### src/bmw_pkg.sv
// Constants for the bridge memory window register bank
`default_nettype none
package bmw_pkg;
    // ------------------------------------------------------------
    // Register indices (byte address is four times the index)
    // ------------------------------------------------------------
    localparam logic [7:0] IDX_NONPREF_BASE  = 8'h20;
    localparam logic [7:0] IDX_NONPREF_LIMIT = 8'h22;
    localparam logic [7:0] IDX_PREF_BASE     = 8'h24;
    localparam logic [7:0] IDX_PREF_LIMIT    = 8'h26;
    localparam logic [7:0] IDX_PREF_BASE_HI  = 8'h28;
    localparam logic [7:0] IDX_PREF_LIMIT_HI = 8'h2c;
    localparam logic [7:0] IDX_WIDTH_LOCK    = 8'h40;

    // ------------------------------------------------------------
    // Bus geometry
    // ------------------------------------------------------------
    localparam int ADDR_W   = 12;
    localparam int IDX_LSB  = 2;
    localparam int IDX_MSB  = 9;

    // ------------------------------------------------------------
    // Field layout
    // ------------------------------------------------------------
    localparam int WIN_LSB  = 4;
    localparam int WIN_MSB  = 15;
    localparam int WIN_W    = 12;
    localparam int CAP_BIT  = 0;
    localparam int LOW_W    = 20;
    localparam int LOCK_BIT = 0;

    // ------------------------------------------------------------
    // Reset values
    // ------------------------------------------------------------
    localparam logic [11:0] RST_NONPREF_BASE  = 12'hfff;
    localparam logic [11:0] RST_NONPREF_LIMIT = 12'h000;
    localparam logic        RST_WIDE_CAP      = 1'b1;
    localparam logic [11:0] RST_PREF_BASE     = 12'hfff;
    localparam logic [11:0] RST_PREF_LIMIT    = 12'h000;
    localparam logic [31:0] RST_PREF_BASE_HI  = 32'hffffffff;
    localparam logic [31:0] RST_PREF_LIMIT_HI = 32'h00000000;

    // Low address bits implied by a base or limit field
    localparam logic [19:0] LIMIT_LOW_ONES = 20'hfffff;
    localparam logic [19:0] BASE_LOW_ZERO  = 20'h00000;

    // ------------------------------------------------------------
    // AXI responses
    // ------------------------------------------------------------
    localparam logic [1:0] RESP_OKAY   = 2'b00;
    localparam logic [1:0] RESP_SLVERR = 2'b10;
endpackage : bmw_pkg
`default_nettype wire

### src/bmw_regs.sv
// Bridge memory window registers with AXI4-Lite access and window decode
`timescale 1ns/1ps
`default_nettype none

// Function
// Non-prefetchable limit bits 15:4 hold A[31:20]; low bits ones; reset 0.
// Non-prefetchable base bits 15:4 hold A[31:20], 1MB aligned; reset 0xfff.
// Prefetch base bit 0 selects 32/64-bit width; reset 1; lockable.
// Prefetch base bits 15:4 hold A[31:20], 1MB aligned, reset 0xfff.
// Prefetch limit bits 15:4 hold A[31:20]; low bits ones; reset 0.
// Prefetch limit bit 0 is read-only mirror of width bit.
// Prefetch base high register gives A[63:32]; read-write; resets ones.
// Prefetch limit high register gives A[63:32]; read-write; resets zero.
// With width bit 0, both high registers ignore writes, read zero.
// Reserved low bits of window registers are read-only zero.
// Forward request inside either window inclusive; 64-bit compare only wide.
module bmw_regs (
    // Clock and reset
    input  wire logic              clk_i,
    input  wire logic              arst_n_i,
    // AXI4-Lite write address
    input  wire logic [11:0]       s_axi_awaddr_i,
    input  wire logic              s_axi_awvalid_i,
    output logic                   s_axi_awready_o,
    // AXI4-Lite write data
    input  wire logic [31:0]       s_axi_wdata_i,
    input  wire logic [3:0]        s_axi_wstrb_i,
    input  wire logic              s_axi_wvalid_i,
    output logic                   s_axi_wready_o,
    // AXI4-Lite write response
    output logic [1:0]             s_axi_bresp_o,
    output logic                   s_axi_bvalid_o,
    input  wire logic              s_axi_bready_i,
    // AXI4-Lite read address
    input  wire logic [11:0]       s_axi_araddr_i,
    input  wire logic              s_axi_arvalid_i,
    output logic                   s_axi_arready_o,
    // AXI4-Lite read data
    output logic [31:0]            s_axi_rdata_o,
    output logic [1:0]             s_axi_rresp_o,
    output logic                   s_axi_rvalid_o,
    input  wire logic              s_axi_rready_i,
    // Memory request decode
    input  wire logic [63:0]       req_addr_i,
    input  wire logic              req_valid_i,
    output logic                   fwd_valid_o,
    output logic                   fwd_nonpref_o,
    output logic                   fwd_pref_o,
    output logic                   fwd_hit_o,
    // Window state
    output logic                   wide_addressing_o
);

    // ------------------------------------------------------------
    // Storage
    // ------------------------------------------------------------
    logic [11:0] nonpref_base_reg;
    logic [11:0] nonpref_limit_reg;
    logic        wide_cap_reg;
    logic [11:0] pref_base_reg;
    logic [11:0] pref_limit_reg;
    logic [31:0] pref_base_hi_reg;
    logic [31:0] pref_limit_hi_reg;
    logic        width_lock_reg;

    // ------------------------------------------------------------
    // Write channel capture
    // ------------------------------------------------------------
    logic        aw_held_reg;
    logic        w_held_reg;
    logic [7:0]  aw_idx_reg;
    logic [31:0] w_data_reg;
    logic [3:0]  w_strb_reg;
    logic        bvalid_reg;
    logic [1:0]  bresp_reg;
    logic        wr_fire;
    logic        wr_mapped;

    // Address and data accepted in either order, one write at a time
    assign s_axi_awready_o = !aw_held_reg && !bvalid_reg;
    assign s_axi_wready_o  = !w_held_reg && !bvalid_reg;
    assign wr_fire         = aw_held_reg && w_held_reg && !bvalid_reg;
    assign s_axi_bvalid_o  = bvalid_reg;
    assign s_axi_bresp_o   = bresp_reg;

    function automatic logic mapped(input logic [7:0] idx);
        mapped = (idx == bmw_pkg::IDX_NONPREF_BASE)
              || (idx == bmw_pkg::IDX_NONPREF_LIMIT)
              || (idx == bmw_pkg::IDX_PREF_BASE)
              || (idx == bmw_pkg::IDX_PREF_LIMIT)
              || (idx == bmw_pkg::IDX_PREF_BASE_HI)
              || (idx == bmw_pkg::IDX_PREF_LIMIT_HI)
              || (idx == bmw_pkg::IDX_WIDTH_LOCK);
    endfunction

    // Byte-lane merge of new data into an old word
    function automatic logic [31:0] merge(input logic [31:0] old_v,
                                          input logic [31:0] new_v,
                                          input logic [3:0]  strb);
        logic [31:0] res;
        res = old_v;
        for (int b = 0; b < 4; b++) begin
            if (strb[b]) begin
                res[b*8 +: 8] = new_v[b*8 +: 8];
            end
        end
        merge = res;
    endfunction

    assign wr_mapped = mapped(aw_idx_reg);

    always_ff @(posedge clk_i or negedge arst_n_i) begin
        if (!arst_n_i) begin
            aw_held_reg <= 1'b0;
            aw_idx_reg  <= 8'h00;
        end else if (s_axi_awvalid_i && s_axi_awready_o) begin
            aw_held_reg <= 1'b1;
            aw_idx_reg  <= s_axi_awaddr_i[bmw_pkg::IDX_MSB:bmw_pkg::IDX_LSB];
        end else if (wr_fire) begin
            aw_held_reg <= 1'b0;
        end
    end

    always_ff @(posedge clk_i or negedge arst_n_i) begin
        if (!arst_n_i) begin
            w_held_reg <= 1'b0;
            w_data_reg <= 32'h00000000;
            w_strb_reg <= 4'h0;
        end else if (s_axi_wvalid_i && s_axi_wready_o) begin
            w_held_reg <= 1'b1;
            w_data_reg <= s_axi_wdata_i;
            w_strb_reg <= s_axi_wstrb_i;
        end else if (wr_fire) begin
            w_held_reg <= 1'b0;
        end
    end

    always_ff @(posedge clk_i or negedge arst_n_i) begin
        if (!arst_n_i) begin
            bvalid_reg <= 1'b0;
            bresp_reg  <= bmw_pkg::RESP_OKAY;
        end else if (wr_fire) begin
            bvalid_reg <= 1'b1;
            bresp_reg  <= wr_mapped ? bmw_pkg::RESP_OKAY
                                    : bmw_pkg::RESP_SLVERR;
        end else if (s_axi_bready_i) begin
            bvalid_reg <= 1'b0;
        end
    end

    // ------------------------------------------------------------
    // Register updates
    // ------------------------------------------------------------
    logic [31:0] wr_word;
    logic [31:0] old_word;

    always_comb begin
        case (aw_idx_reg)
            bmw_pkg::IDX_NONPREF_BASE:
                old_word = {16'h0000, nonpref_base_reg, 4'h0};
            bmw_pkg::IDX_NONPREF_LIMIT:
                old_word = {16'h0000, nonpref_limit_reg, 4'h0};
            bmw_pkg::IDX_PREF_BASE:
                old_word = {16'h0000, pref_base_reg, 3'h0, wide_cap_reg};
            bmw_pkg::IDX_PREF_LIMIT:
                old_word = {16'h0000, pref_limit_reg, 4'h0};
            bmw_pkg::IDX_PREF_BASE_HI:  old_word = pref_base_hi_reg;
            bmw_pkg::IDX_PREF_LIMIT_HI: old_word = pref_limit_hi_reg;
            bmw_pkg::IDX_WIDTH_LOCK:    old_word = {31'h0, width_lock_reg};
            default:                    old_word = 32'h00000000;
        endcase
        wr_word = merge(old_word, w_data_reg, w_strb_reg);
    end

    // non-prefetchable base field
    // non-prefetchable limit field
    always_ff @(posedge clk_i or negedge arst_n_i) begin
        if (!arst_n_i) begin
            nonpref_base_reg  <= bmw_pkg::RST_NONPREF_BASE;
            nonpref_limit_reg <= bmw_pkg::RST_NONPREF_LIMIT;
        end else if (wr_fire) begin
            if (aw_idx_reg == bmw_pkg::IDX_NONPREF_BASE) begin
                nonpref_base_reg <=
                    wr_word[bmw_pkg::WIN_MSB:bmw_pkg::WIN_LSB];
            end
            if (aw_idx_reg == bmw_pkg::IDX_NONPREF_LIMIT) begin
                nonpref_limit_reg <=
                    wr_word[bmw_pkg::WIN_MSB:bmw_pkg::WIN_LSB];
            end
        end
    end

    // width bit, frozen once the lock is set
    always_ff @(posedge clk_i or negedge arst_n_i) begin
        if (!arst_n_i) begin
            wide_cap_reg   <= bmw_pkg::RST_WIDE_CAP;
            width_lock_reg <= 1'b0;
        end else if (wr_fire) begin
            if (aw_idx_reg == bmw_pkg::IDX_PREF_BASE && !width_lock_reg) begin
                wide_cap_reg <= wr_word[bmw_pkg::CAP_BIT];
            end
            // Lock is sticky until reset so a driver cannot undo it
            if (aw_idx_reg == bmw_pkg::IDX_WIDTH_LOCK
                && wr_word[bmw_pkg::LOCK_BIT]) begin
                width_lock_reg <= 1'b1;
            end
        end
    end

    // prefetchable base field
    // prefetchable limit field
    always_ff @(posedge clk_i or negedge arst_n_i) begin
        if (!arst_n_i) begin
            pref_base_reg  <= bmw_pkg::RST_PREF_BASE;
            pref_limit_reg <= bmw_pkg::RST_PREF_LIMIT;
        end else if (wr_fire) begin
            if (aw_idx_reg == bmw_pkg::IDX_PREF_BASE) begin
                pref_base_reg <= wr_word[bmw_pkg::WIN_MSB:bmw_pkg::WIN_LSB];
            end
            if (aw_idx_reg == bmw_pkg::IDX_PREF_LIMIT) begin
                pref_limit_reg <= wr_word[bmw_pkg::WIN_MSB:bmw_pkg::WIN_LSB];
            end
        end
    end

    // base high word
    // limit high word
    // high words frozen in narrow mode
    always_ff @(posedge clk_i or negedge arst_n_i) begin
        if (!arst_n_i) begin
            pref_base_hi_reg  <= bmw_pkg::RST_PREF_BASE_HI;
            pref_limit_hi_reg <= bmw_pkg::RST_PREF_LIMIT_HI;
        end else if (wr_fire && wide_cap_reg) begin
            if (aw_idx_reg == bmw_pkg::IDX_PREF_BASE_HI) begin
                pref_base_hi_reg <= wr_word;
            end
            if (aw_idx_reg == bmw_pkg::IDX_PREF_LIMIT_HI) begin
                pref_limit_hi_reg <= wr_word;
            end
        end
    end

    // ------------------------------------------------------------
    // Read channel
    // ------------------------------------------------------------
    logic [31:0] base_hi_vis;
    logic [31:0] limit_hi_vis;
    logic [31:0] rd_word;
    logic [7:0]  ar_idx;
    logic        rvalid_reg;
    logic [31:0] rdata_reg;
    logic [1:0]  rresp_reg;

    // high words read zero in narrow mode
    assign base_hi_vis  = wide_cap_reg ? pref_base_hi_reg  : 32'h00000000;
    assign limit_hi_vis = wide_cap_reg ? pref_limit_hi_reg : 32'h00000000;
    assign ar_idx       = s_axi_araddr_i[bmw_pkg::IDX_MSB:bmw_pkg::IDX_LSB];

    // reserved bits return zero
    // limit bit 0 mirrors width bit
    always_comb begin
        case (ar_idx)
            bmw_pkg::IDX_NONPREF_BASE:
                rd_word = {16'h0000, nonpref_base_reg, 4'h0};
            bmw_pkg::IDX_NONPREF_LIMIT:
                rd_word = {16'h0000, nonpref_limit_reg, 4'h0};
            bmw_pkg::IDX_PREF_BASE:
                rd_word = {16'h0000, pref_base_reg, 3'h0, wide_cap_reg};
            bmw_pkg::IDX_PREF_LIMIT:
                rd_word = {16'h0000, pref_limit_reg, 3'h0, wide_cap_reg};
            bmw_pkg::IDX_PREF_BASE_HI:  rd_word = base_hi_vis;
            bmw_pkg::IDX_PREF_LIMIT_HI: rd_word = limit_hi_vis;
            bmw_pkg::IDX_WIDTH_LOCK:    rd_word = {31'h0, width_lock_reg};
            default:                    rd_word = 32'h00000000;
        endcase
    end

    assign s_axi_arready_o = !rvalid_reg;
    assign s_axi_rvalid_o  = rvalid_reg;
    assign s_axi_rdata_o   = rdata_reg;
    assign s_axi_rresp_o   = rresp_reg;

    always_ff @(posedge clk_i or negedge arst_n_i) begin
        if (!arst_n_i) begin
            rvalid_reg <= 1'b0;
            rdata_reg  <= 32'h00000000;
            rresp_reg  <= bmw_pkg::RESP_OKAY;
        end else if (s_axi_arvalid_i && !rvalid_reg) begin
            rvalid_reg <= 1'b1;
            rdata_reg  <= rd_word;
            rresp_reg  <= mapped(ar_idx) ? bmw_pkg::RESP_OKAY
                                         : bmw_pkg::RESP_SLVERR;
        end else if (s_axi_rready_i) begin
            rvalid_reg <= 1'b0;
        end
    end

    // ------------------------------------------------------------
    // Window decode
    // ------------------------------------------------------------
    logic [31:0] np_lo;
    logic [31:0] np_hi;
    logic [63:0] pf_lo;
    logic [63:0] pf_hi;
    logic        np_in;
    logic        pf_in;

    assign np_lo = {nonpref_base_reg, bmw_pkg::BASE_LOW_ZERO};
    assign np_hi = {nonpref_limit_reg, bmw_pkg::LIMIT_LOW_ONES};
    assign pf_lo = {base_hi_vis, pref_base_reg, bmw_pkg::BASE_LOW_ZERO};
    assign pf_hi = {limit_hi_vis, pref_limit_reg, bmw_pkg::LIMIT_LOW_ONES};

    // inclusive compare; narrow windows only see the low 4GB
    assign np_in = (req_addr_i[63:32] == 32'h00000000)
                && (req_addr_i[31:0] >= np_lo)
                && (req_addr_i[31:0] <= np_hi);
    assign pf_in = (req_addr_i >= pf_lo) && (req_addr_i <= pf_hi);

    always_ff @(posedge clk_i or negedge arst_n_i) begin
        if (!arst_n_i) begin
            fwd_valid_o   <= 1'b0;
            fwd_nonpref_o <= 1'b0;
            fwd_pref_o    <= 1'b0;
            fwd_hit_o     <= 1'b0;
        end else begin
            fwd_valid_o   <= req_valid_i;
            fwd_nonpref_o <= req_valid_i && np_in;
            fwd_pref_o    <= req_valid_i && pf_in;
            fwd_hit_o     <= req_valid_i && (np_in || pf_in);
        end
    end

    assign wide_addressing_o = wide_cap_reg;

endmodule // bmw_regs

`default_nettype wire

### config.mk
export PLATFORM = sky130hd
export DESIGN_NAME = bmw_regs
export DESIGN_NICKNAME = d
export VERILOG_FILES = /design/src/bmw_pkg.sv /design/src/bmw_regs.sv
export SDC_FILE = /design/constraint.sdc
export NUM_CORES = 1
export LEC_CHECK = 0
export BUFFER_PORTS_ARGS = -buffer_cell sky130_fd_sc_hd__buf_2
export CAP_MARGIN = 10
export CORE_MARGIN = 1
export CORE_UTILIZATION = 55
export CTS_CLUSTER_SIZE = 20
export DETAILED_ROUTE_END_ITERATION = 8
export PLACE_DENSITY = 0.77
export SYNTH_ARGS = -nofsm -noshare
export SYNTH_HDL_FRONTEND = slang
export SYNTH_SLANG_ARGS = --single-unit
export TNS_END_PERCENT = 50
### constraint.sdc
create_clock -name clk_i -period 5.6 [get_ports clk_i]
set_input_delay 1.12 -clock clk_i [delete_from_list [all_inputs] [get_ports clk_i]]
set_output_delay 1.12 -clock clk_i [all_outputs]
set_load 0.01 [all_outputs]
==> flow_summary.ini, run 1 <==
[setup_path]
critPathTopFamily = compound AO/OA/AOI/OAI gates
startpoint_type = flop
worstPathMaxFanout = 37
timing.critical_path.buf_inv = 1
cpMostUsedCell = a211oi_1
cp-end-kind = flop
slowest_stage = dfstp_2
cp_cell_sequence = buf_4 -> nand2_1 -> ha_1 -> a21oi_1 -> o21ai_0 -> a211oi_1 -> a31oi_1 -> a211oi_1 -> o21bai_1
cpPeakStageDelay_ns = 0.98
crit_required_ns = 5.92
crit_arrival_ns = 3.80
critical_path_class = reg2reg

[synth]
synth-async-reset-ratio_pct = 100.0
synth_top_area_share_pct = 29.29
synth_cells = 1180
synth_flop_cell = dfrtp_1
avgSynthCellArea_um2 = 10.36
yosys_warnings = 0
syn_area_mm2 = 0.01222
synth_top_cell_by_area = dfrtp_1
synthTopCellsByArea = dfrtp_1 29%, mux2_2 13%, dfstp_2 12%
ys_seq_area_share_pct = 41.54
synth_cell_types = 63
synth_edf_count = 0
ys_ff_latch = 200

[sta]
setup_slack_ns = 2.118
clock_skew_ns = 0.01432
finalSetupViolCount = 0
fin_tns_setup_ns = 0
worstMarginPinSlew_ns = 1.078
max_slew_margin_pct = 27.89
finalCriticalPeriod_ns = 3.482
rsz0062_at_grt = false
final_max_slew_viol_count = 0
hold_slack_ns = 0.4740
post-route-period-util_pct = 62.19
hold_viol_final = 0
fmax_ghz = 0.2872

[route]
wl_mm = 35.81
postRouteAntennaNets = 0
post-route-drc-count = 0
wire_per_inst_um = 22.21
first_pass_iters = 7
routed_via_density = 6.440
drt_iter0_drc = 1273
vias = 10380

[floorplanning]
core_mm2 = 0.02182
rows = 54
fp.dieW_um = 151.1
dieArea_mm2 = 0.02282
ioPinCount = 178
die_y_um = 151.1
initial_core_util_pct = 55.99

[power_and_ir_drop]
pwr-share-seq_pct = 45.4
p_leak_nw = 6.037
vdd_ir_drop_max_uv = 305.0
p_per_area_mw_per_mm2 = 317.4
intPower_mw = 2.835
power_frac_comb_pct = 25.4
p_sw_share_pct = 35.60
power_switching_mw = 1.567
p_clk_share_pct = 29.2
power_mw = 4.402

[finish]
finalNetCount = 1562
drive_gt1_share_pct = 32.83
fillers = 1766
area_growth_pct = 13.50

[cts]
numCtsBuffers = 17
cts_resized = 0
cts_tree = yes
clock-root-buffer = clkbuf_16
clockBufferDepth = 2
path_clk_slew_ns = 0.08
clkLatencyLatePin_ns = 0.45
htree_levels = 4
ctsHoldBuffers = 0
clock_sinks = 200
cts_setup_buffers = 0

[placed_design]
place_congestion = 0.9545
dpl_worst_slack_ns = 1.943
hpwlAfterDp_mm = 25.51
portBuffers = 167

[global_routing]
grt_pass1_vias = 10060
grt_max_degree = 122
grt_use_total_pct = 32.39
overflow = 0
antenna_found_initial = 1
grt_pass1_wl_mm = 55.49

[job]
cap_violations = 0

[hold_path]
hold_class = reg2reg

[run_status]
status = finished, final reports clean
==> area by class of cell <==
class	count	area (µm²)	area share, %
Antenna cell	1	2.502	0.01804
Clock buffer	17	425.4	3.067
Clock inverter	15	182.7	1.317
Inverter	70	262.8	1.895
Multi-Input combinational cell	849	6614	47.69
Sequential cell	200	5076	36.60
Tap cell	280	350.3	2.526
Timing Repair Buffer	180	954.7	6.884
==> kinds of logic after synthesis <==
family | after synthesis | share of synthesized area (%)
AO/OA/AOI/OAI | 297 | 16.94
AND/OR/NAND/NOR | 292 | 12.01
flip-flops | 200 | 41.54
multiplexers | 146 | 13.44
buffers and inverters | 132 | 4.567
adder cells (fa/ha/maj) | 112 | 11.47
other | 1 | 0.03069
==> layout by cell type, fill, tap and decap left out, types with 3 or more instances in the layout <==
| cell | instances |
|---|---|
| nand2_1 | 166 |
| clkbuf_16 | 17 |
| nor2b_1 | 3 |
| clkinv_4 | 3 |
| ha_1 | 112 |
| buf_2 | 166 |
| nand2b_1 | 7 |
| a22o_1 | 12 |
| o21a_1 | 4 |
| inv_1 | 70 |
| inv_6 | 3 |
| nand3_1 | 6 |
| nor3_4 | 4 |
| nor2_1 | 18 |
| clkinv_8 | 3 |
| and3_1 | 3 |
| and4_1 | 3 |
| nor3_1 | 11 |
| a21oi_1 | 49 |
| nor4_1 | 16 |
| o21ai_0 | 76 |
| o21ai_1 | 6 |
| dfstp_2 | 57 |
| a21o_1 | 17 |
| a211oi_1 | 3 |
| nand4_1 | 33 |
| dfrtp_1 | 143 |
| a221oi_1 | 16 |
| a222oi_1 | 11 |
| mux2_1 | 7 |
| buf_4 | 12 |
| a32oi_2 | 11 |
| a22oi_1 | 76 |
| mux2_2 | 138 |
==> path summary, 6_finish.rpt <==
check                               endpoint              start  slack (ns)  depth (start not counted)
hold reg to reg            s_axi_rdata_o[29]  s_axi_rdata_o[29]        0.47                          2
setup / recovery                   fwd_hit_o  wide_addressing_o        2.12                          9
max in group asynchronous      w_data_reg[8]           arst_n_i        3.80                          2
hold / removal             s_axi_rdata_o[29]  s_axi_rdata_o[29]        0.47                          2
setup reg to reg                   fwd_hit_o  wide_addressing_o        2.12                          9
min in group asynchronous  s_axi_rdata_o[23]           arst_n_i        0.69                          1
==> Yosys cell counts, drive strengths merged (17+ instances only) <==
library cell / number
buf: 34
mux2: 145
nand4: 33
dfrtp: 143
inv: 70
a21o: 17
dfstp: 57
a21oi: 49
a22oi: 76
nor4: 18
ha: 112
clkbuf: 28
o21ai: 82
nor2: 20
nand2: 166
==> through the flow <==
stage	cell area, µm²	std cells	utilization, %
after floorplan	12220	1181	-
after global placement	13260	1579	60.75
after detailed placement	13260	1579	60.75
after CTS	13870	1611	63.54
after global routing	13870	1612	63.55
final	13870	1612	63.55
==> metal layers <==
| metal | GRT usage, % | vias to the layer above | part of all wire [%] | routed length [µm] |
|---|---|---|---|---|
| met5 | 0 | - | 0 | 0 |
| met4 | 14.15 | 0 | 3.9 | 1395 |
| met3 | 6.054 | 103 | 9.3 | 3331 |
| met2 | 49.33 | 567 | 44 | 15880 |
| met1 | 44.90 | 5060 | 42 | 15200 |
| li1 | - | 4651 | - | - |
==> worst reg2reg max path, stage by stage, from the launching register on <==
cell and delay (ns):
dfstp_2 0.98, buf_4 0.49, nand2_1 0.13, ha_1 0.33
a21oi_1 0.13, o21ai_0 0.22, a211oi_1 0.41, a31oi_1 0.18
a211oi_1 0.40, o21bai_1 0.10
==> power by group through the flow <==
stage	Sequential (mW)	Clock [mW]	Combinational, mW
2_1_floorplan	1.89	0	0.822
3_3_place_gp	2.00	0	1.06
3_5_place_dp	2.02	0	1.11
4_1_cts	1.99	1.28	1.11
5_1_grt	2.04	1.34	1.25
6_report	2.00	1.28	1.12
Note: power is estimated with default switching activity, not from simulation.
==> run 2, diff against run 1 <==
- CORE_UTILIZATION: 55 -> 53
- PLACE_DENSITY: 0.77 -> 0.78
- clock period: 5.6 -> 2.9 ns (I/O delays scaled with it)
==> flow_summary.ini, run 2 (synthesis results as in run 1) <==
[route]
first_pass_iters = 8
drt_iter0_drc = 948
wire_per_inst_um = 21.67
post-route-drc-count = 0
wl_mm = 35.64
routed_via_density = 6.253
vias = 10290
postRouteAntennaNets = 0

[global_routing]
grt_use_total_pct = 30.94
grt_pass1_wl_mm = 56.03
overflow = 0
grt_pass1_vias = 10100
grt_max_degree = 83
antenna_found_initial = 0

[placed_design]
dpl_cell_area_mm2 = 0.01348
portBuffers = 167
hpwlAfterDp_mm = 26.80
place_congestion = 0.9689

[setup_path]
crit_required_ns = 3.22
crit_arrival_ns = 3.07
startpoint_type = flop
worstPathMaxFanout = 29
critical_path_class = reg2reg
cp-end-kind = flop

[run_status]
status = finished, final reports clean

[sta]
rsz0062_at_grt = false
worstMarginPinSlew_ns = 0.7911
clock_skew_ns = 0.008758
fmax_ghz = 0.3631
fin_tns_setup_ns = 0
finalCriticalPeriod_ns = 2.754
finalSetupViolCount = 0
post-route-period-util_pct = 94.98
hold_viol_final = 0
final_max_slew_viol_count = 0
max_slew_margin_pct = 47.26
hold_slack_ns = 0.1684

[power_and_ir_drop]
p_per_area_mw_per_mm2 = 601.8
vdd_ir_drop_max_uv = 499.9
p_leak_nw = 6.201

[cts]
path_clk_slew_ns = 0.08
ctsHoldBuffers = 0
cts_tree = yes
clock_sinks = 200
clock-root-buffer = clkbuf_16
numCtsBuffers = 17
clkLatencyLatePin_ns = 0.45
htree_levels = 4
clockBufferDepth = 2

[floorplanning]
core_mm2 = 0.02264
die_y_um = 153.8
rows = 55
fp.dieW_um = 153.8
dieArea_mm2 = 0.02367
ioPinCount = 178
initial_core_util_pct = 53.97

[finish]
finalNetCount = 1591
antenna_cells = 0
area_growth_pct = 15.64
drive_gt1_share_pct = 34.41
final_cell_mix = 166 x nand2_1, 166 x buf_2, 143 x dfrtp_1, 138 x mux2_2, 112 x ha_1
stdcell_area_mm2 = 0.01413

[hold_path]
hold_class = in2async

[job]
cap_violations = 0
run 2: power breakdown:
part | internal [mW] | switching, mW
sequential | 3.30 | 0.576
clock | 1.24 | 1.21
combinational | 0.971 | 1.21
total | 5.51 | 3.00
run 2: path summary, 6_finish.rpt:
check	start	to	slack [ns]	cells after the start
worst min-delay path	arst_n_i	w_data_reg[25]	0.17	1
min in group clk_i	s_axi_bready_i	s_axi_bvalid_o	0.31	2
worst min register to register	s_axi_rdata_o[27]	s_axi_rdata_o[27]	0.48	2
worst max register to register	wide_addressing_o	fwd_hit_o	0.15	10
max in group asynchronous	arst_n_i	pref_base_hi_reg[0]	1.91	2
worst max-delay path	wide_addressing_o	fwd_hit_o	0.15	10
run 2: critical path: stages, from the launching register on:
cell      delay (ns)
dfstp_2         0.59
buf_12          0.19
buf_12          0.16
nand2_1         0.07
ha_1            0.31
nand4_1         0.25
nor4_2          0.39
nand4_1         0.12
and4_1          0.22
o22ai_1         0.23
o21bai_1        0.10
run 2: metrics by stage:
stage | power [mW] | std cells | setup WS (ns) | util, %
floorplan | 5.230 | 1181 | 0.09919 | -
global placement | 5.937 | 1611 | 0.2235 | 59.52
detailed placement | 6.058 | 1611 | 0.1409 | 59.52
CTS | 8.496 | 1643 | 0.1224 | 62.22
global route | 8.965 | 1645 | 0.0002378 | 62.41
finish | 8.503 | 1645 | 0.1456 | 62.41
run 2: metal layers:
metal	vias up	wire length (µm)	part of all wire (%)	GRT usage, %
met2	499	15940	45	47.25
met4	0	929	2.6	10.76
met5	-	0	0	0
met1	5016	15460	43	44.09
met3	61	3318	9.3	5.665
li1	4711	-	-	-
run 2: cell type report:
class,count,area (µm²)
timing repair buffer,209,1197
fill,1836,8511
clock buffer,17,425.4
inverter,70,262.8
tap,285,356.6
multi-input combinational,849,6626
clock inverter,15,185.2
sequential,200,5076
run 2: timing repair:
action,in CTS,in global routing
setup buffers,0,2
resized for setup,0,4
endpoints found under the setup margin,0,2
